===== src/hw/sac_params.svh =====
// constants of the slot access-assignment codec
`ifndef SAC_PARAMS_SVH
`define SAC_PARAMS_SVH
// ---------------------------------------------------------------------
// register byte offsets
// ---------------------------------------------------------------------
`define SAC_ADDR_CTRL     8'h00
`define SAC_ADDR_CFG_NORM 8'h04
`define SAC_ADDR_CFG_F18  8'h08
`define SAC_ADDR_TRAFFIC  8'h0C
`define SAC_ADDR_STATUS   8'h10
`define SAC_ADDR_DECODE   8'h14
// ---------------------------------------------------------------------
// field positions
// ---------------------------------------------------------------------
`define SAC_CFG_HDR_LSB   16
`define SAC_CFG_F1_LSB    8
`define SAC_CFG_F2_LSB    0
`define SAC_ST_FRAME_LSB  16
`define SAC_ST_SLOT_LSB   24
`define SAC_ST_MKERR_BIT  28
`define SAC_ST_TREF_BIT   29
// ---------------------------------------------------------------------
// header and marker codes
// ---------------------------------------------------------------------
`define SAC_HDR_00        2'h0
`define SAC_HDR_01        2'h1
`define SAC_HDR_10        2'h2
`define SAC_HDR_11        2'h3
`define SAC_MK_RESERVED   6'h03
`define SAC_MK_COMMON     6'h02
`define SAC_MK_ASSIGNED   6'h01
`define SAC_MK_UNALLOC    6'h00
// ---------------------------------------------------------------------
// reset values and timing
// ---------------------------------------------------------------------
`define SAC_TRAFFIC_RST   6'h04
`define SAC_SLOT_LAST     2'h3
`define SAC_FRAME_FIRST   5'h01
`define SAC_FRAME_LAST    5'h12
`define SAC_SLOT_CYCLES   1024
`endif


===== src/hw/sac_pkg.sv =====
// types and marker decoding shared by the codec files
package sac_pkg;
`include "sac_params.svh"
   typedef enum logic [2:0] {MK_ACCESS, MK_RESERVED, MK_COMMON,
                             MK_ASSIGNED, MK_UNALLOC, MK_TRAFFIC} sac_marker_e;
   typedef enum logic [1:0] {UL_COMMON_ONLY, UL_COMMON_ASSIGNED,
                             UL_ASSIGNED_ONLY, UL_BY_MARKER} sac_rights_e;
   typedef struct packed {
      logic [15:0] divCnt;
      logic [1:0]  slot;
      logic [4:0]  frame;
      logic        is18;
      logic        tick;
   } sac_timer_s;
   typedef struct packed {
      logic        enable;
      logic [1:0]  hdrN;
      logic [5:0]  f1N;
      logic [5:0]  f2N;
      logic [1:0]  hdrE;
      logic [5:0]  f1E;
      logic [5:0]  f2E;
      logic [5:0]  traffic;
      logic [13:0] word;
      logic        wordIs18;
      logic        valid;
      logic        markerErr;
      logic        trafRefused;
      logic [31:0] prdata;
   } sac_core_s;
   // downlink marker class
   function automatic sac_marker_e sac_dl_class(input logic [5:0] m);
      unique case (m)
         `SAC_MK_RESERVED: return MK_RESERVED;
         `SAC_MK_COMMON:   return MK_COMMON;
         `SAC_MK_ASSIGNED: return MK_ASSIGNED;
         `SAC_MK_UNALLOC:  return MK_UNALLOC;
         default:          return MK_TRAFFIC;
      endcase
   endfunction
   // uplink marker class
   function automatic sac_marker_e sac_ul_class(input logic [5:0] m);
      return (m == `SAC_MK_UNALLOC) ? MK_UNALLOC : MK_TRAFFIC;
   endfunction
endpackage


===== src/hw/sac_frame_timer.sv =====
// slot and frame counter giving one tick per downlink slot
`timescale 1ns/1ps
`include "sac_params.svh"
module sac_frame_timer #(
   parameter int unsigned SLOT_CYCLES = `SAC_SLOT_CYCLES
) (
   input  wire logic       clk,
   input  wire logic       rst_b,
   input  wire logic       enable,
   output logic            slotTick,
   output logic [1:0]      slotNum,
   output logic [4:0]      frameNum,
   output logic            frameIs18
);
   localparam logic [15:0] DIV_LAST = 16'(SLOT_CYCLES - 1);
   sac_pkg::sac_timer_s timer_reg;
   sac_pkg::sac_timer_s timer_next;

   // ---------------------------------------------------------------
   // counting
   // ---------------------------------------------------------------
   // [RQ17] one shared frame count
   always_comb begin
      timer_next = timer_reg;
      timer_next.tick = 1'b0;
      if (!enable) begin
         timer_next.divCnt = 16'h0000;  // restart the slot on enable
      end else if (timer_reg.divCnt == DIV_LAST) begin
         timer_next.divCnt = 16'h0000;
         timer_next.tick = 1'b1;
         timer_next.slot = timer_reg.slot + 2'h1;
         if (timer_reg.slot == `SAC_SLOT_LAST) begin
            timer_next.frame = (timer_reg.frame == `SAC_FRAME_LAST) ?
                               `SAC_FRAME_FIRST : timer_reg.frame + 5'h01;
         end
         timer_next.is18 = (timer_next.frame == `SAC_FRAME_LAST);
      end else begin
         timer_next.divCnt = timer_reg.divCnt + 16'h0001;
      end
   end

   // first tick lands on slot 0 of frame 1
   always_ff @(posedge clk or negedge rst_b) begin
      if (!rst_b) begin
         timer_reg <= '{divCnt: 16'h0000, slot: `SAC_SLOT_LAST,
                        frame: `SAC_FRAME_LAST, is18: 1'b1, tick: 1'b0};
      end else begin
         timer_reg <= timer_next;
      end
   end

   assign slotTick  = timer_reg.tick;
   assign slotNum   = timer_reg.slot;
   assign frameNum  = timer_reg.frame;
   assign frameIs18 = timer_reg.is18;
endmodule


===== src/hw/sac_word_parser.sv =====
// mobile-side reading of one access-assignment word
`timescale 1ns/1ps
`include "sac_params.svh"
module sac_word_parser (
   input  wire logic [13:0]         word,
   input  wire logic                isFrame18,
   output sac_pkg::sac_rights_e     rights,
   output sac_pkg::sac_marker_e     dlUse,
   output sac_pkg::sac_marker_e     ulUse,
   output logic                     af1Valid,
   output logic                     af2Valid,
   output logic                     afBothValid
);
   logic [1:0] hdr;
   logic [5:0] f1;
   logic [5:0] f2;
   assign hdr = word[13:12];
   assign f1  = word[11:6];
   assign f2  = word[5:0];

   // ---------------------------------------------------------------
   // interpretation by header and frame type
   // ---------------------------------------------------------------
   // [RQ5] header and frame pick meaning
   always_comb begin
      rights = sac_pkg::UL_COMMON_ONLY;
      dlUse = sac_pkg::MK_ACCESS;
      ulUse = sac_pkg::MK_ACCESS;
      af1Valid = 1'b0;
      af2Valid = 1'b0;
      afBothValid = 1'b0;
      // [RQ4] frame 18 has own table
      if (isFrame18) begin
         // [RQ14] split access fields
         unique case (hdr)
            `SAC_HDR_00: rights = sac_pkg::UL_COMMON_ONLY;
            `SAC_HDR_01: rights = sac_pkg::UL_COMMON_ASSIGNED;
            `SAC_HDR_10: rights = sac_pkg::UL_ASSIGNED_ONLY;
            `SAC_HDR_11: rights = sac_pkg::UL_COMMON_ASSIGNED;
         endcase
         // [RQ15] traffic marker plus shared field
         if (hdr == `SAC_HDR_11) begin
            dlUse = sac_pkg::MK_TRAFFIC;
            afBothValid = 1'b1;
         end else begin
            af1Valid = 1'b1;
            af2Valid = 1'b1;
         end
      end else begin
         // [RQ10] downlink marker classes
         dlUse = sac_pkg::sac_dl_class(f1);
         unique case (hdr)
            // [RQ6] common control, split fields
            `SAC_HDR_00: begin
               dlUse = sac_pkg::MK_COMMON;
               af1Valid = 1'b1;
               af2Valid = 1'b1;
            end
            // [RQ7] common and assigned
            `SAC_HDR_01: begin
               rights = sac_pkg::UL_COMMON_ASSIGNED;
               afBothValid = 1'b1;
            end
            // [RQ8] assigned only
            `SAC_HDR_10: begin
               rights = sac_pkg::UL_ASSIGNED_ONLY;
               afBothValid = 1'b1;
            end
            // [RQ11] uplink marker in field two
            `SAC_HDR_11: begin
               rights = sac_pkg::UL_BY_MARKER;
               ulUse = sac_pkg::sac_ul_class(f2);
            end
         endcase
      end
   end
endmodule


===== src/hw/sac_codec.sv =====
// base-station access-assignment word builder with apb registers
// What this block does
// [RQ1] word built in mac, no payload
// [RQ2] one word on every downlink slot
// [RQ3] word covers same-numbered downlink and uplink slot
// [RQ4] frames 1-17 and 18 use different tables
// [RQ5] 2-bit header then two 6-bit fields
// [RQ6] normal header 00: common, two access fields
// [RQ7] normal header 01: marker, shared access field
// [RQ8] normal header 10: assigned only, same layout
// [RQ9] normal header 11: downlink and uplink markers
// [RQ10] downlink marker codes reserved, common, assigned, free
// [RQ11] uplink marker zero free, else traffic
// [RQ12] preset codes never used as traffic marker
// [RQ13] numbered fields per subslot, plain covers both
// [RQ14] frame 18 headers 00-10: two access fields
// [RQ15] frame 18 header 11: traffic marker, shared field
// [RQ16] access field: 2-bit code, 4-bit length
// [RQ17] frame number from shared frame counter
`timescale 1ns/1ps
`include "sac_params.svh"
module sac_codec #(
   parameter int unsigned SLOT_CYCLES = `SAC_SLOT_CYCLES
) (
   input  wire logic        clk,
   input  wire logic        rst_b,
   input  wire logic        psel,
   input  wire logic        penable,
   input  wire logic        pwrite,
   input  wire logic [7:0]  paddr,
   input  wire logic [31:0] pwdata,
   output logic [31:0]      prdata,
   output logic             pready,
   output logic             pslverr,
   output logic [13:0]      bcastWord,
   output logic             bcastValid,
   output logic [1:0]       slotNum,
   output logic [4:0]       frameNum
);
   sac_pkg::sac_core_s   core_reg;
   sac_pkg::sac_core_s   core_next;
   logic                 slotTick;
   logic                 frameIs18;
   logic [1:0]           selHdr;
   logic [5:0]           selF1;
   logic [5:0]           selF2;
   logic                 mapped;
   logic                 setup;
   logic                 wrAcc;
   logic [31:0]          rdMux;
   sac_pkg::sac_rights_e rights;
   sac_pkg::sac_marker_e dlUse;
   sac_pkg::sac_marker_e ulUse;
   logic                 af1Valid;
   logic                 af2Valid;
   logic                 afBothValid;

   // ---------------------------------------------------------------
   // slot timing and readback parser
   // ---------------------------------------------------------------
   sac_frame_timer #(.SLOT_CYCLES(SLOT_CYCLES)) u_timer (
      .clk       (clk),
      .rst_b     (rst_b),
      .enable    (core_reg.enable),
      .slotTick  (slotTick),
      .slotNum   (slotNum),
      .frameNum  (frameNum),
      .frameIs18 (frameIs18)
   );

   // parses the word last sent so software sees the mobile view
   sac_word_parser u_parser (
      .word        (core_reg.word),
      .isFrame18   (core_reg.wordIs18),
      .rights      (rights),
      .dlUse       (dlUse),
      .ulUse       (ulUse),
      .af1Valid    (af1Valid),
      .af2Valid    (af2Valid),
      .afBothValid (afBothValid)
   );

   // ---------------------------------------------------------------
   // apb decode
   // ---------------------------------------------------------------
   // zero wait states; misaligned or unknown offsets answer an error
   assign setup = psel & ~penable;
   assign wrAcc = psel & penable & pwrite & mapped;
   assign pready = 1'b1;
   assign pslverr = psel & penable & ~mapped;
   assign mapped = (paddr == `SAC_ADDR_CTRL) ||
                   (paddr == `SAC_ADDR_CFG_NORM) ||
                   (paddr == `SAC_ADDR_CFG_F18) ||
                   (paddr == `SAC_ADDR_TRAFFIC) ||
                   (paddr == `SAC_ADDR_STATUS) ||
                   (paddr == `SAC_ADDR_DECODE);

   // read data, reserved bits zero
   always_comb begin
      rdMux = 32'h0000_0000;
      unique case (paddr)
         `SAC_ADDR_CTRL: rdMux[0] = core_reg.enable;
         `SAC_ADDR_CFG_NORM: begin
            rdMux[`SAC_CFG_HDR_LSB +: 2] = core_reg.hdrN;
            rdMux[`SAC_CFG_F1_LSB +: 6] = core_reg.f1N;
            rdMux[`SAC_CFG_F2_LSB +: 6] = core_reg.f2N;
         end
         `SAC_ADDR_CFG_F18: begin
            rdMux[`SAC_CFG_HDR_LSB +: 2] = core_reg.hdrE;
            rdMux[`SAC_CFG_F1_LSB +: 6] = core_reg.f1E;
            rdMux[`SAC_CFG_F2_LSB +: 6] = core_reg.f2E;
         end
         `SAC_ADDR_TRAFFIC: rdMux[5:0] = core_reg.traffic;
         `SAC_ADDR_STATUS: begin
            rdMux[13:0] = core_reg.word;
            rdMux[14] = core_reg.wordIs18;
            rdMux[`SAC_ST_FRAME_LSB +: 5] = frameNum;
            rdMux[`SAC_ST_SLOT_LSB +: 2] = slotNum;
            rdMux[`SAC_ST_MKERR_BIT] = core_reg.markerErr;
            rdMux[`SAC_ST_TREF_BIT] = core_reg.trafRefused;
         end
         // [RQ13] subslot coverage shown to software
         `SAC_ADDR_DECODE: begin
            rdMux[1:0] = rights;
            rdMux[6:4] = dlUse;
            rdMux[10:8] = ulUse;
            rdMux[12] = af1Valid;
            rdMux[13] = af2Valid;
            rdMux[14] = afBothValid;
         end
         default: rdMux = 32'h0000_0000;
      endcase
   end

   // [RQ4] table chosen by frame type
   assign selHdr = frameIs18 ? core_reg.hdrE : core_reg.hdrN;
   assign selF1  = frameIs18 ? core_reg.f1E : core_reg.f1N;
   assign selF2  = frameIs18 ? core_reg.f2E : core_reg.f2N;

   // ---------------------------------------------------------------
   // registers and word building
   // ---------------------------------------------------------------
   always_comb begin
      logic [5:0] f1;
      logic [5:0] f2;
      logic       err;
      f1 = selF1;
      f2 = selF2;
      err = 1'b0;
      core_next = core_reg;
      core_next.valid = 1'b0;
      if (setup && !pwrite) begin
         core_next.prdata = rdMux;  // latched in setup, shown in access
      end
      if (wrAcc) begin
         unique case (paddr)
            `SAC_ADDR_CTRL: core_next.enable = pwdata[0];
            `SAC_ADDR_CFG_NORM: begin
               core_next.hdrN = pwdata[`SAC_CFG_HDR_LSB +: 2];
               core_next.f1N = pwdata[`SAC_CFG_F1_LSB +: 6];
               core_next.f2N = pwdata[`SAC_CFG_F2_LSB +: 6];
            end
            `SAC_ADDR_CFG_F18: begin
               core_next.hdrE = pwdata[`SAC_CFG_HDR_LSB +: 2];
               core_next.f1E = pwdata[`SAC_CFG_F1_LSB +: 6];
               core_next.f2E = pwdata[`SAC_CFG_F2_LSB +: 6];
            end
            // [RQ12] preset codes refused
            `SAC_ADDR_TRAFFIC: begin
               if (sac_pkg::sac_dl_class(pwdata[5:0]) ==
                   sac_pkg::MK_TRAFFIC) begin
                  core_next.traffic = pwdata[5:0];
               end else begin
                  core_next.trafRefused = 1'b1;
               end
            end
            // write one to clear the sticky flags
            `SAC_ADDR_STATUS: begin
               if (pwdata[`SAC_ST_MKERR_BIT]) begin
                  core_next.markerErr = 1'b0;
               end
               if (pwdata[`SAC_ST_TREF_BIT]) begin
                  core_next.trafRefused = 1'b0;
               end
            end
            default: core_next.enable = core_reg.enable;
         endcase
      end
      // [RQ2] one word per slot tick
      if (slotTick) begin
         if (frameIs18) begin
            // [RQ15] frame 18 traffic marker
            if (selHdr == `SAC_HDR_11) begin
               f1 = core_reg.traffic;
            end
         end else if (selHdr != `SAC_HDR_00) begin
            // [RQ10] no reserved or foreign marker
            if (sac_pkg::sac_dl_class(f1) == sac_pkg::MK_RESERVED ||
                (sac_pkg::sac_dl_class(f1) == sac_pkg::MK_TRAFFIC &&
                 f1 != core_reg.traffic)) begin
               f1 = `SAC_MK_UNALLOC;
               err = 1'b1;
            end
            // [RQ9] uplink marker free or traffic
            if (selHdr == `SAC_HDR_11 && f2 != `SAC_MK_UNALLOC &&
                f2 != core_reg.traffic) begin
               f2 = `SAC_MK_UNALLOC;
               err = 1'b1;
            end
         end
         // [RQ5] header then field one, field two
         // [RQ16] access fields kept whole, code over length
         core_next.word = {selHdr, f1, f2};
         core_next.wordIs18 = frameIs18;
         core_next.valid = 1'b1;
      end
      // set wins over a clear in the same cycle
      if (err) begin
         core_next.markerErr = 1'b1;
      end
   end

   // [RQ1] word holds mac fields only
   always_ff @(posedge clk or negedge rst_b) begin
      if (!rst_b) begin
         core_reg <= '{traffic: `SAC_TRAFFIC_RST, default: '0};
      end else begin
         core_reg <= core_next;
      end
   end

   // [RQ3] word belongs to the current slot number
   assign bcastWord  = core_reg.word;
   assign bcastValid = core_reg.valid;
   assign prdata     = core_reg.prdata;

   // ---------------------------------------------------------------
   // checks
   // ---------------------------------------------------------------
   property p_tick_word;
      @(posedge clk) disable iff (!rst_b) slotTick |=> bcastValid;
   endproperty
   a_tick_word: assert property (p_tick_word) // [RQ2]
      else $error("slot tick without broadcast word");

   property p_no_spurious;
      @(posedge clk) disable iff (!rst_b)
         bcastValid |-> $past(slotTick) && !slotTick;
   endproperty
   a_no_spurious: assert property (p_no_spurious) // [RQ2]
      else $error("broadcast word without slot tick");

   property p_header_select;
      @(posedge clk) disable iff (!rst_b)
         bcastValid |-> bcastWord[13:12] ==
            ($past(frameIs18) ? $past(core_reg.hdrE) : $past(core_reg.hdrN));
   endproperty
   a_header_select: assert property (p_header_select) // [RQ4]
      else $error("header not taken from the frame's table");

   property p_split_fields;
      @(posedge clk) disable iff (!rst_b)
         bcastValid && bcastWord[13:12] == `SAC_HDR_00 |->
            bcastWord[11:0] == ($past(frameIs18) ?
               {$past(core_reg.f1E), $past(core_reg.f2E)} :
               {$past(core_reg.f1N), $past(core_reg.f2N)})
            && af1Valid && af2Valid && !afBothValid;
   endproperty
   a_split_fields: assert property (p_split_fields) // [RQ6]
      else $error("header 00 access fields altered");

   property p_f18_traffic;
      @(posedge clk) disable iff (!rst_b)
         bcastValid && core_reg.wordIs18 &&
         bcastWord[13:12] == `SAC_HDR_11 |->
            bcastWord[11:6] == $past(core_reg.traffic) && afBothValid;
   endproperty
   a_f18_traffic: assert property (p_f18_traffic) // [RQ15]
      else $error("frame 18 header 11 lacks traffic marker");

   property p_dl_marker;
      @(posedge clk) disable iff (!rst_b)
         bcastValid && !core_reg.wordIs18 &&
         bcastWord[13:12] != `SAC_HDR_00 |->
            bcastWord[11:6] != `SAC_MK_RESERVED &&
            (bcastWord[11:6] <= `SAC_MK_RESERVED ||
             bcastWord[11:6] == $past(core_reg.traffic));
   endproperty
   a_dl_marker: assert property (p_dl_marker) // [RQ10]
      else $error("illegal downlink usage marker sent");

   property p_ul_marker;
      @(posedge clk) disable iff (!rst_b)
         bcastValid && !core_reg.wordIs18 &&
         bcastWord[13:12] == `SAC_HDR_11 |->
            bcastWord[5:0] == `SAC_MK_UNALLOC ||
            bcastWord[5:0] == $past(core_reg.traffic);
   endproperty
   a_ul_marker: assert property (p_ul_marker) // [RQ11]
      else $error("illegal uplink usage marker sent");

   property p_traffic_code;
      @(posedge clk) disable iff (!rst_b)
         wrAcc && paddr == `SAC_ADDR_TRAFFIC &&
         pwdata[5:0] <= `SAC_MK_RESERVED |=>
            core_reg.trafRefused && $stable(core_reg.traffic) &&
            core_reg.traffic > `SAC_MK_RESERVED;
   endproperty
   a_traffic_code: assert property (p_traffic_code) // [RQ12]
      else $error("preset code accepted as traffic marker");

   property p_frame_wrap;
      @(posedge clk) disable iff (!rst_b)
         // checked on the wrapping tick itself, so any slot length works
         slotTick && $past(frameNum) == `SAC_FRAME_LAST &&
         $past(slotNum) == `SAC_SLOT_LAST |->
            frameNum == `SAC_FRAME_FIRST && slotNum == 2'h0 && !frameIs18;
   endproperty
   a_frame_wrap: assert property (p_frame_wrap) // [RQ17]
      else $error("frame counter did not wrap after frame 18");
endmodule


===== config.mk =====
export PLATFORM = sky130hd
export DESIGN_NAME = sac_codec
export DESIGN_NICKNAME = d
export VERILOG_FILES = /design/src/hw/sac_pkg.sv /design/src/hw/sac_frame_timer.sv /design/src/hw/sac_word_parser.sv /design/src/hw/sac_codec.sv
export VERILOG_INCLUDE_DIRS = /design/src /design/src/hw
export SDC_FILE = /design/constraint.sdc
export NUM_CORES = 1
export LEC_CHECK = 0
export ABC_AREA = 1
export BUFFER_PORTS_ARGS = -buffer_cell sky130_fd_sc_hd__buf_2
export CAP_MARGIN = 20
export CORE_MARGIN = 3
export CORE_UTILIZATION = 50
export DETAILED_ROUTE_END_ITERATION = 10
export PLACE_DENSITY_LB_ADDON = 0.12
export SKIP_CTS_REPAIR_TIMING = 1
export SYNTH_ARGS = -nofsm -noshare
export SYNTH_HDL_FRONTEND = slang
export SYNTH_SLANG_ARGS = --single-unit

===== constraint.sdc =====
create_clock -name clk -period 2.06 [get_ports clk]
set_input_delay 0.309 -clock clk [delete_from_list [all_inputs] [get_ports clk]]
set_output_delay 0.309 -clock clk [all_outputs]
set_load 0.02 [all_outputs]

==> impl_metrics.env, run 1 <==
export IMPL_min_from="pwdata[13]"
export IMPL_leakagePower_nw=3.60
export IMPL_syn_avg_cell_area_um2=7.47
export IMPL_die_w_um=115
export IMPL_ys_async_sr_fraction_pct=100
export IMPL_fin_worst_skew_ps=9.22
export IMPL_r2r_start="u_timer.frameIs18"
export IMPL_status="completed"
export IMPL_arrival_ps=2280
export IMPL_area_delta_synth_final_pct=14.5
export IMPL_finalSetupViolations=0
export IMPL_synth_top_family_by_area="simple AND/OR/NAND/NOR gates"
export IMPL_synth_seq_area_share_pct=42.9
export IMPL_rows=39
export IMPL_reg2reg_to="core_reg[33]"
export IMPL_port_buffers=75
export IMPL_coreArea_um2=11500
export IMPL_antenna_found_initial=0
export IMPL_regToRegSetupSlack_ps=30
export IMPL_synthFlopType="dfrtp_1"
export IMPL_ys_ff_latch=102
export IMPL_synth_top_area_share_pct=40.3
export IMPL_clock_path_buffers=2
export IMPL_drtAntennaViolNets=0
export IMPL_cts_sinks=102
export IMPL_rsz0062_at_grt="yes"
export IMPL_drc=0
export IMPL_grt_overflow=0
export IMPL_initial_core_util_pct=51.8
export IMPL_internal_power_w=0.00347
export IMPL_synth_adder_area_share_pct=1.47
export IMPL_largest_reg_flops=38
export IMPL_dp_cells=985
export IMPL_clk_pin_slew_ps=70
export IMPL_syn_area_um2=5970
export IMPL_fin_crit_ps=2030
export IMPL_yosys_warnings=0
export IMPL_ys_types=41
export IMPL_antenna_cells=0
export IMPL_grt_start_max_net_pins=44
export IMPL_cts_buffers_inserted=9
export IMPL_fin_cells=1007
export IMPL_holdPathStages=3
export IMPL_slew_violations=0
export IMPL_tightest_slew_ps=653
export IMPL_synth_area_leader_cell="dfrtp_1"
export IMPL_postRouteWirelength_mm=16.3
export IMPL_grt_pass1_wl_mm=26.0
export IMPL_drtIter0Drc=388
export IMPL_hold_viol=0
export IMPL_avgRoutedWirePerCell_um=16.2
export IMPL_cts_root_buf="clkbuf_16"
export IMPL_vias_per_cell=5.26
export IMPL_critPathCaptureType="flip-flop"
export IMPL_seqPwrFrac_pct=47.4
export IMPL_synthSimpleGateAreaFrac_pct=26.1
export IMPL_hold_class="in2reg"
export IMPL_max_slew_margin_pct=56.4
export IMPL_htree_levels=3
export IMPL_via_count=5298
export IMPL_layout_nets=911
export IMPL_clkPwrFrac_pct=43.6
export IMPL_critPathRequiredTime_ps=2310
export IMPL_grt_pass1_vias=5123
export IMPL_min_period_over_period_pct=98.5
export IMPL_synth_mux_area_share_pct=0
export IMPL_die_y_um=115
export IMPL_ios=101
export IMPL_p_per_area_nw_per_um2=668
export IMPL_synth_area_leaders="dfrtp_1 40%, nand2_1 14%, buf_4 6.8%, inv_1 6.5%, o21ai_0 6.2%"
export IMPL_pre_cts_ws_ps=127
export IMPL_clk_latency_ps=360
export IMPL_dp_hpwl_mm=12.1
export IMPL_synth_xor_area_share_pct=2.20
export IMPL_p_comb_share_pct=9.0
export IMPL_dr_pass1_iters=5
export IMPL_tritoncts="built"
export IMPL_clock_fmax_ghz=0.493
export IMPL_r2r_cells=12
export IMPL_synth_compound_area_share_pct=11.9
export IMPL_sw_frac_of_total_pct=24.1
export IMPL_synth_edf_count=0
export IMPL_finalSetupTns_ps=0
export IMPL_place_congestion=0.988
export IMPL_cap_viol_max_count=0
export IMPL_drive_gt1_share_pct=21.4
export IMPL_hold_path_end="core_reg[67]"
export IMPL_setup_slack_ps=30.6
export IMPL_critPathLaunchType="flip-flop"
export IMPL_critPathKind="reg2reg"
export IMPL_ir_drop_mv=0.904
export IMPL_synthesis_instances=799
export IMPL_die_area_um2=13300
export IMPL_cp_max_fo=5
export IMPL_track_usage_pct=25.6
export IMPL_power_switching_w=0.00110
## power groups by stage
stage | clock network, W | logic [W] | registers (W)
2_1_floorplan | 0 | 0.000280 | 0.00218
3_3_place_gp | 0 | 0.000377 | 0.00219
3_5_place_dp | 0 | 0.000399 | 0.00220
4_1_cts | 0.00202 | 0.000411 | 0.00216
5_1_grt | 0.00209 | 0.000468 | 0.00217
6_report | 0.00199 | 0.000411 | 0.00216
## through the flow
step           power [W]  util [%]  area [um^2]  hold WS (ps)
6_report         0.00456      59.3         6830           177
5_1_grt          0.00473      59.3         6830           187
4_1_cts          0.00459      58.1         6690          -118
3_5_place_dp     0.00259      55.1         6340           264
3_3_place_gp     0.00257      55.1         6340           263
2_1_floorplan    0.00246         -         5990          13.4
## cells in the final DEF, fill, tap and decap left out, types with 7 or more instances in the layout
cell type / instances
buf_2: 74
ha_1: 7
dfrtp_1: 96
buf_4: 35
o21ai_0: 73
inv_1: 102
clkbuf_16: 9
nor2_1: 63
nor3_1: 9
conb_1: 9
nand4_1: 10
nand2_2: 8
nand3_1: 31
nand2_1: 214
nor2_2: 10
o22ai_1: 10
xor2_1: 14
o21ai_2: 8
a21oi_1: 16
## worst max-delay path by stage
stage	from	endpoint	slack [ps]	cells after the start
floorplan	u_timer.frameIs18	core_reg[33]	330	13
global placement	u_timer.frameIs18	core_reg[33]	150	12
detailed placement	u_timer.frameIs18	core_reg[33]	130	12
CTS	u_timer.frameIs18	core_reg[33]	90	12
global route	u_timer.frameIs18	bcastWord[8]	-20	12
finish	u_timer.frameIs18	core_reg[33]	30	12
## Yosys cell counts (all sizes together) (4+ instances only)
cell / instances
nor3: 11
a21oi: 19
nand2: 224
nand3: 36
o22ai: 10
o31ai: 5
o21ai: 82
ha: 7
nand4: 10
xor2: 14
dfrtp: 96
buf: 63
nor2: 77
clkbuf: 11
inv: 104
or2: 4
dfstp: 6
## per-layer routing
layer	vias up	wire [um]	global-route usage, %
met5	-	0	0
li1	2578	-	-
met4	0	491	10.3
met2	199	7600	40.8
met1	2483	7190	34.5
met3	38	991	4.79
## layout make-up
type | count | area (um^2)
clock buffers | 11 | 243
clock inverters | 5 | 106
fillers | 1100 | 4680
inverters | 105 | 398
multi-input cells | 525 | 2610
flip-flops and latches | 102 | 2560
well taps | 143 | 179
repair buffers | 115 | 726
repair inverters | 1 | 7.51
## worst max-delay path, stage by stage, from the launching register on
cell and delay, ps:
dfstp_2 630, clkinvlp_4 230, nand2_2 130, nand2_1 70, nand2_1 60, nand2_1 60
nor2_2 140, nand2_1 80, o21ai_2 200, buf_4 140, nand2_2 60, nand2_2 70
nand2_1 50
## logic make-up after synthesis
| logic type | Yosys count |
|---|---|
| buf+inv | 179 |
| compound gates | 126 |
| other cells | 2 |
| flops | 102 |
| xor+xnor | 15 |
| fa+ha+maj | 7 |
| simple gates | 368 |
Note: power is estimated with default switching activity, not from simulation.
==> run 2: changes to the inputs <==
Clock period 2.06 ns to 2.2 ns, I/O delays scaled along.
==> run 2 against run 1 <==
Hold slack improved by 13 ps. Sequential power decreased by 6%. Maximum frequency increased by 2.2%. First-iteration DRC count decreased by 35%. Total power decreased by 13%. Critical path type unchanged. Largest cell class is now registers.
==> impl_metrics.env, run 2 (same netlist as run 1, synthesis figures left out) <==
export IMPL_vias_per_cell=5.19
export IMPL_cp_common_cell="nand2_1"
export IMPL_finalSetupTns_ps=0
export IMPL_max_slew_margin_pct=65.3
export IMPL_area_delta_synth_final_pct=9.96
export IMPL_slew_violations=0
export IMPL_seqPwrFrac_pct=50.8
export IMPL_hold_class="in2reg"
export IMPL_clock_fmax_ghz=0.503
export IMPL_status="completed"
export IMPL_cts_sinks=102
export IMPL_grt_start_max_net_pins=44
export IMPL_leakagePower_nw=3.50
export IMPL_fin_crit_ps=1990
export IMPL_p_comb_share_pct=9.1
export IMPL_cp_max_fo=24
export IMPL_via_count=5150
export IMPL_slowest_stage="dfstp_2"
export IMPL_critPathCaptureType="flip-flop"
export IMPL_cap_viol_max_count=0
export IMPL_htree_levels=3
export IMPL_clk_latency_ps=350
export IMPL_hold_viol=0
export IMPL_finalSetupViolations=0
export IMPL_dr_pass1_iters=4
export IMPL_dp_hpwl_mm=11.7
export IMPL_coreArea_um2=11500
export IMPL_drtAntennaViolNets=0
export IMPL_cts_buffers_inserted=9
export IMPL_power_switching_w=0.000999
export IMPL_die_area_um2=13300
export IMPL_initial_core_util_pct=51.8
export IMPL_port_buffers=75
export IMPL_cts_root_buf="clkbuf_16"
export IMPL_rsz0062_at_grt="no"
export IMPL_drtIter0Drc=253
export IMPL_critPathKind="reg2reg"
export IMPL_drc=0
export IMPL_clkPwrFrac_pct=40.1
export IMPL_grt_pass1_vias=5049
export IMPL_ir_drop_mv=0.445
export IMPL_layout_nets=896
export IMPL_worstPathCellList="buf_4 > nand2_1 > nand2_1 > xor2_1 > nor2_1 > nand3_1 > nand2_1 > nand2_1 > nand2_1 > nand2_1"
export IMPL_largest_reg_flops=38
export IMPL_clock_path_buffers=2
export IMPL_grt_overflow=0
export IMPL_max_stage_delay_ps=530
export IMPL_final_common_cell="nand2_1"
export IMPL_fin_worst_skew_ps=8.30
export IMPL_internal_power_w=0.00298
export IMPL_critPathLaunchType="flip-flop"
export IMPL_critPathRequiredTime_ps=2450
export IMPL_sw_frac_of_total_pct=25.1
export IMPL_pre_cts_ws_ps=241
export IMPL_tightest_slew_ps=520
export IMPL_setup_slack_ps=214
export IMPL_grt_pass1_wl_mm=25.6
export IMPL_place_congestion=0.923
export IMPL_die_y_um=115
export IMPL_arrival_ps=2230
export IMPL_antenna_cells=0
export IMPL_track_usage_pct=25.0
export IMPL_tritoncts="built"
export IMPL_cp_top_family="simple AND/OR/NAND/NOR gates"
export IMPL_drive_gt1_share_pct=17.2
export IMPL_rows=39
export IMPL_antenna_found_initial=0
export IMPL_avgRoutedWirePerCell_um=15.8
export IMPL_clk_pin_slew_ps=70
export IMPL_postRouteWirelength_mm=15.6
export IMPL_final_cell_mix="223 x nand2_1, 104 x inv_1, 96 x dfrtp_1, 74 x o21ai_0, 74 x buf_2"
export IMPL_path_buf_inv=1
export IMPL_min_period_over_period_pct=90.3
export IMPL_die_w_um=115
export IMPL_fillers=1118
export IMPL_p_per_area_nw_per_um2=606
export IMPL_ios=101
## run 2: cell count changes in the layout (fill, tap and decap cells not counted), moves of 2 or more
| cell | previous run | this run |
|---|---|---|
| a21oi_1 | 16 | 19 |
| a21oi_2 | 3 | 0 |
| buf_4 | 35 | 24 |
| buf_6 | 2 | 0 |
| bufinv_16 | 3 | 1 |
| clkinv_2 | 0 | 3 |
| clkinvlp_4 | 3 | 1 |
| inv_1 | 102 | 104 |
| nand2_1 | 214 | 223 |
| nand2_2 | 8 | 0 |
| nand3_1 | 31 | 33 |
| nand3_2 | 5 | 3 |
| nor2_1 | 63 | 69 |
| nor2_2 | 10 | 5 |
## run 2: layer usage
layer | part of all wire [%] | global-route usage (%) | vias up | wire length (um)
li1 | - | - | 2549 | -
met1 | 46 | 34.8 | 2424 | 7170
met2 | 47 | 39.7 | 152 | 7290
met3 | 5.6 | 3.95 | 25 | 869
met4 | 2.0 | 8.92 | 0 | 313
met5 | 0 | 0 | - | 0
## run 2: area by class of cell
| class | count | area (um^2) | area share (%) |
|---|---|---|---|
| Timing Repair Buffer | 101 | 601 | 9.16 |
| Clock buffer | 10 | 229 | 3.49 |
| Inverter | 105 | 394 | 6.01 |
| Multi-Input combinational cell | 525 | 2540 | 38.7 |
| Sequential cell | 102 | 2560 | 39.0 |
| Clock inverter | 6 | 61.3 | 0.935 |
| Tap cell | 143 | 179 | 2.73 |
## run 2: path summary, 6_finish.rpt
check,startpoint,end,slack [ps],depth (start not counted)
min in group asynchronous,rst_b,prdata[20],490,2
worst min-delay path,pwdata[10],core_reg[64],190,3
max in group asynchronous,rst_b,core_reg[52],1010,3
worst max register to register,u_timer.frameIs18,core_reg[33],210,10
worst min register to register,prdata[19],prdata[19],480,2
worst max-delay path,u_timer.frameIs18,core_reg[33],210,10
## run 2: worst reg2reg max path: stages (launching register included)
cell and delay, ps:
dfstp_2 530, buf_4 280, nand2_1 150, nand2_1 120, xor2_1 80, nor2_1 120
nand3_1 210, nand2_1 170, nand2_1 70, nand2_1 80, nand2_1 50
## run 2: power groups by stage
stage	clock network (W)	registers, W	logic (W)
6_report	0.00159	0.00202	0.000361
5_1_grt	0.00169	0.00203	0.000418
4_1_cts	0.00162	0.00202	0.000367
3_5_place_dp	0	0.00206	0.000364
3_3_place_gp	0	0.00205	0.000353
2_1_floorplan	0	0.00204	0.000262
## run 2: per-stage QoR
step	utilization [%]	power (W)	instance area, um^2	instances	hold WS, ps
after global routing	57.0	0.00414	6560	992	199
after floorplan	-	0.00230	5990	806	34.4
after detailed placement	54.3	0.00242	6250	975	340
after CTS	56.8	0.00401	6540	991	-40.9
final	57.0	0.00397	6560	992	191
after global placement	54.3	0.00240	6250	975	333
==> run 3: changes to the inputs <==
Settings changed: CORE_UTILIZATION 50 to 25, CTS_BUF_LIST from default to sky130_fd_sc_hd__clkbuf_8.
==> run 3 against run 2 <==
Final cell count is 18% higher. Sequential power hardly changed. Sequential share of layout area is 1.2 points lower. Die area is 94% higher. Clock skew is 6.4 ps higher. Global-route usage is 10 points lower. Maximum frequency is 2.6% lower. First-iteration DRC count is 7.1% higher. Total power is 7.4% lower. Hold slack worse by 32 ps. Sequential cell count stayed put.
==> impl_metrics.env, run 3 (same netlist as run 1, synthesis figures left out) <==
export IMPL_layout_nets=900
export IMPL_grt_start_max_net_pins=42
export IMPL_ios=101
export IMPL_ir_drop_mv=0.236
export IMPL_die_area_um2=25800
export IMPL_initial_core_util_pct=25.9
export IMPL_fin_cells=1166
export IMPL_dr_pass1_iters=4
export IMPL_final_cell_mix="223 x nand2_1, 103 x inv_1, 96 x dfrtp_1, 74 x o21ai_0, 74 x buf_2"
export IMPL_largest_reg_flops=38
export IMPL_clk_pin_slew_ps=110
export IMPL_max_slew_margin_pct=58.6
export IMPL_hold_viol=0
export IMPL_dp_cells=1148
export IMPL_cap_viol_max_count=0
export IMPL_drtIter0Drc=271
export IMPL_r2r_start="u_timer.frameIs18"
export IMPL_clk_latency_ps=400
export IMPL_place_congestion=0.845
export IMPL_multi_input_area_um2=2540
export IMPL_cts_buffers_inserted=9
export IMPL_dp_hpwl_mm=14.0
export IMPL_drtAntennaViolNets=0
export IMPL_dr_wl_met3_um=603
export IMPL_tightest_slew_ps=617
export IMPL_postRouteWirelength_mm=18.4
export IMPL_rows=55
export IMPL_track_usage_pct=14.8
export IMPL_regToRegSetupSlack_ps=160
export IMPL_min_from="pwdata[10]"
export IMPL_rsz0062_at_grt="no"
export IMPL_area_delta_synth_final_pct=13.5
export IMPL_vias_per_cell=4.28
export IMPL_clock_fmax_ghz=0.491
export IMPL_die_w_um=160
export IMPL_hold_class="in2reg"
export IMPL_p_per_area_nw_per_um2=544
export IMPL_status="completed"
export IMPL_grt_overflow=0
export IMPL_final_common_cell="nand2_1"
export IMPL_grt_pass1_wl_mm=29.7
export IMPL_critPathCaptureType="flip-flop"
export IMPL_min_period_over_period_pct=92.7
export IMPL_critPathKind="reg2reg"
export IMPL_via_count=4985
export IMPL_cts_sinks=102
export IMPL_hold_path_end="core_reg[64]"
export IMPL_cts_root_buf="clkbuf_8"
export IMPL_leakagePower_nw=3.50
export IMPL_die_y_um=160
export IMPL_topRoutingLayerUsed="met5"
export IMPL_slew_violations=0
export IMPL_grt_pass1_vias=4962
export IMPL_coreArea_um2=23100
export IMPL_holdPathStages=3
export IMPL_arrival_ps=2330
export IMPL_met1_length_mm=9.39
export IMPL_reg2reg_to="core_reg[33]"
export IMPL_r2r_cells=11
export IMPL_drive_gt1_share_pct=17.8
export IMPL_critPathRequiredTime_ps=2490
export IMPL_htree_levels=3
export IMPL_antenna_found_initial=2
export IMPL_cp_max_fo=12
export IMPL_fillers=2554
export IMPL_finalSetupTns_ps=0
export IMPL_met2WireLength_mm=8.08
export IMPL_fin_worst_skew_ps=14.7
export IMPL_drc=0
export IMPL_port_buffers=75
export IMPL_critPathLaunchType="flip-flop"
export IMPL_finalSetupViolations=0
export IMPL_seqCellArea_um2=2560
export IMPL_clock_path_buffers=2
export IMPL_tritoncts="built"
export IMPL_avgRoutedWirePerCell_um=15.8
export IMPL_antenna_cells=0
export IMPL_fin_crit_ps=2040
-- run 3: worst max path at each step --
stage | from | end | slack (ps) | depth (start not counted)
after detailed placement | paddr[7] | core_reg[75] | 100 | 10
after global routing | u_timer.timer_reg[9] | u_timer.frameIs18 | 30 | 9
after global placement | paddr[7] | core_reg[79] | 120 | 10
after CTS | u_timer.frameIs18 | core_reg[33] | 120 | 11
after floorplan | u_timer.frameIs18 | core_reg[33] | 470 | 13
final | u_timer.frameIs18 | core_reg[33] | 160 | 11
-- run 3: area by class of cell --
class / instances / share of cell area, %
multi-input cells: 525 / 37.5
inverters: 105 / 5.88
clock inverters: 7 / 1.16
clock buffers: 9 / 1.83
well taps: 313 / 5.79
flip-flops and latches: 102 / 37.8
repair buffers: 105 / 10.1
-- run 3: metrics by stage --
stage / worst slack [ps] / utilization (%) / instance area [um^2] / hold WS [ps] / power, W
2_1_floorplan: 466 / - / 5990 / 34.4 / 0.00230
4_1_cts: 115 / 29.2 / 6730 / -171 / 0.00375
5_1_grt: 33.1 / 29.4 / 6770 / 143 / 0.00389
3_5_place_dp: 101 / 28.3 / 6530 / 285 / 0.00243
3_3_place_gp: 122 / 28.3 / 6530 / 292 / 0.00243
6_report: 161 / 29.4 / 6770 / 159 / 0.00368
-- run 3: power breakdown --
part | internal (W) | total [W] | switching, W
clock | 0.000544 | 0.00129 | 0.000750
sequential | 0.00196 | 0.00202 | 0.0000637
combinational | 0.000139 | 0.000366 | 0.000227
total | 0.00264 | 0.00368 | 0.00104
-- run 3: critical path: stages, from the launching register on --
cell,delay (ps)
dfstp_2,590
clkinvlp_4,110
buf_12,150
nand2_1,70
nand2_1,80
xor2_1,150
nor2_1,120
nand3_1,250
nand2_1,190
nand2_1,70
nand2_1,90
nand2_1,50
-- run 3: layer usage --
layer / global-route usage, % / up-vias
li1: - / 2560
met4: 4.46 / 4
met2: 23.1 / 84
met5: 0 / -
met1: 21.1 / 2318
met3: 2.35 / 19
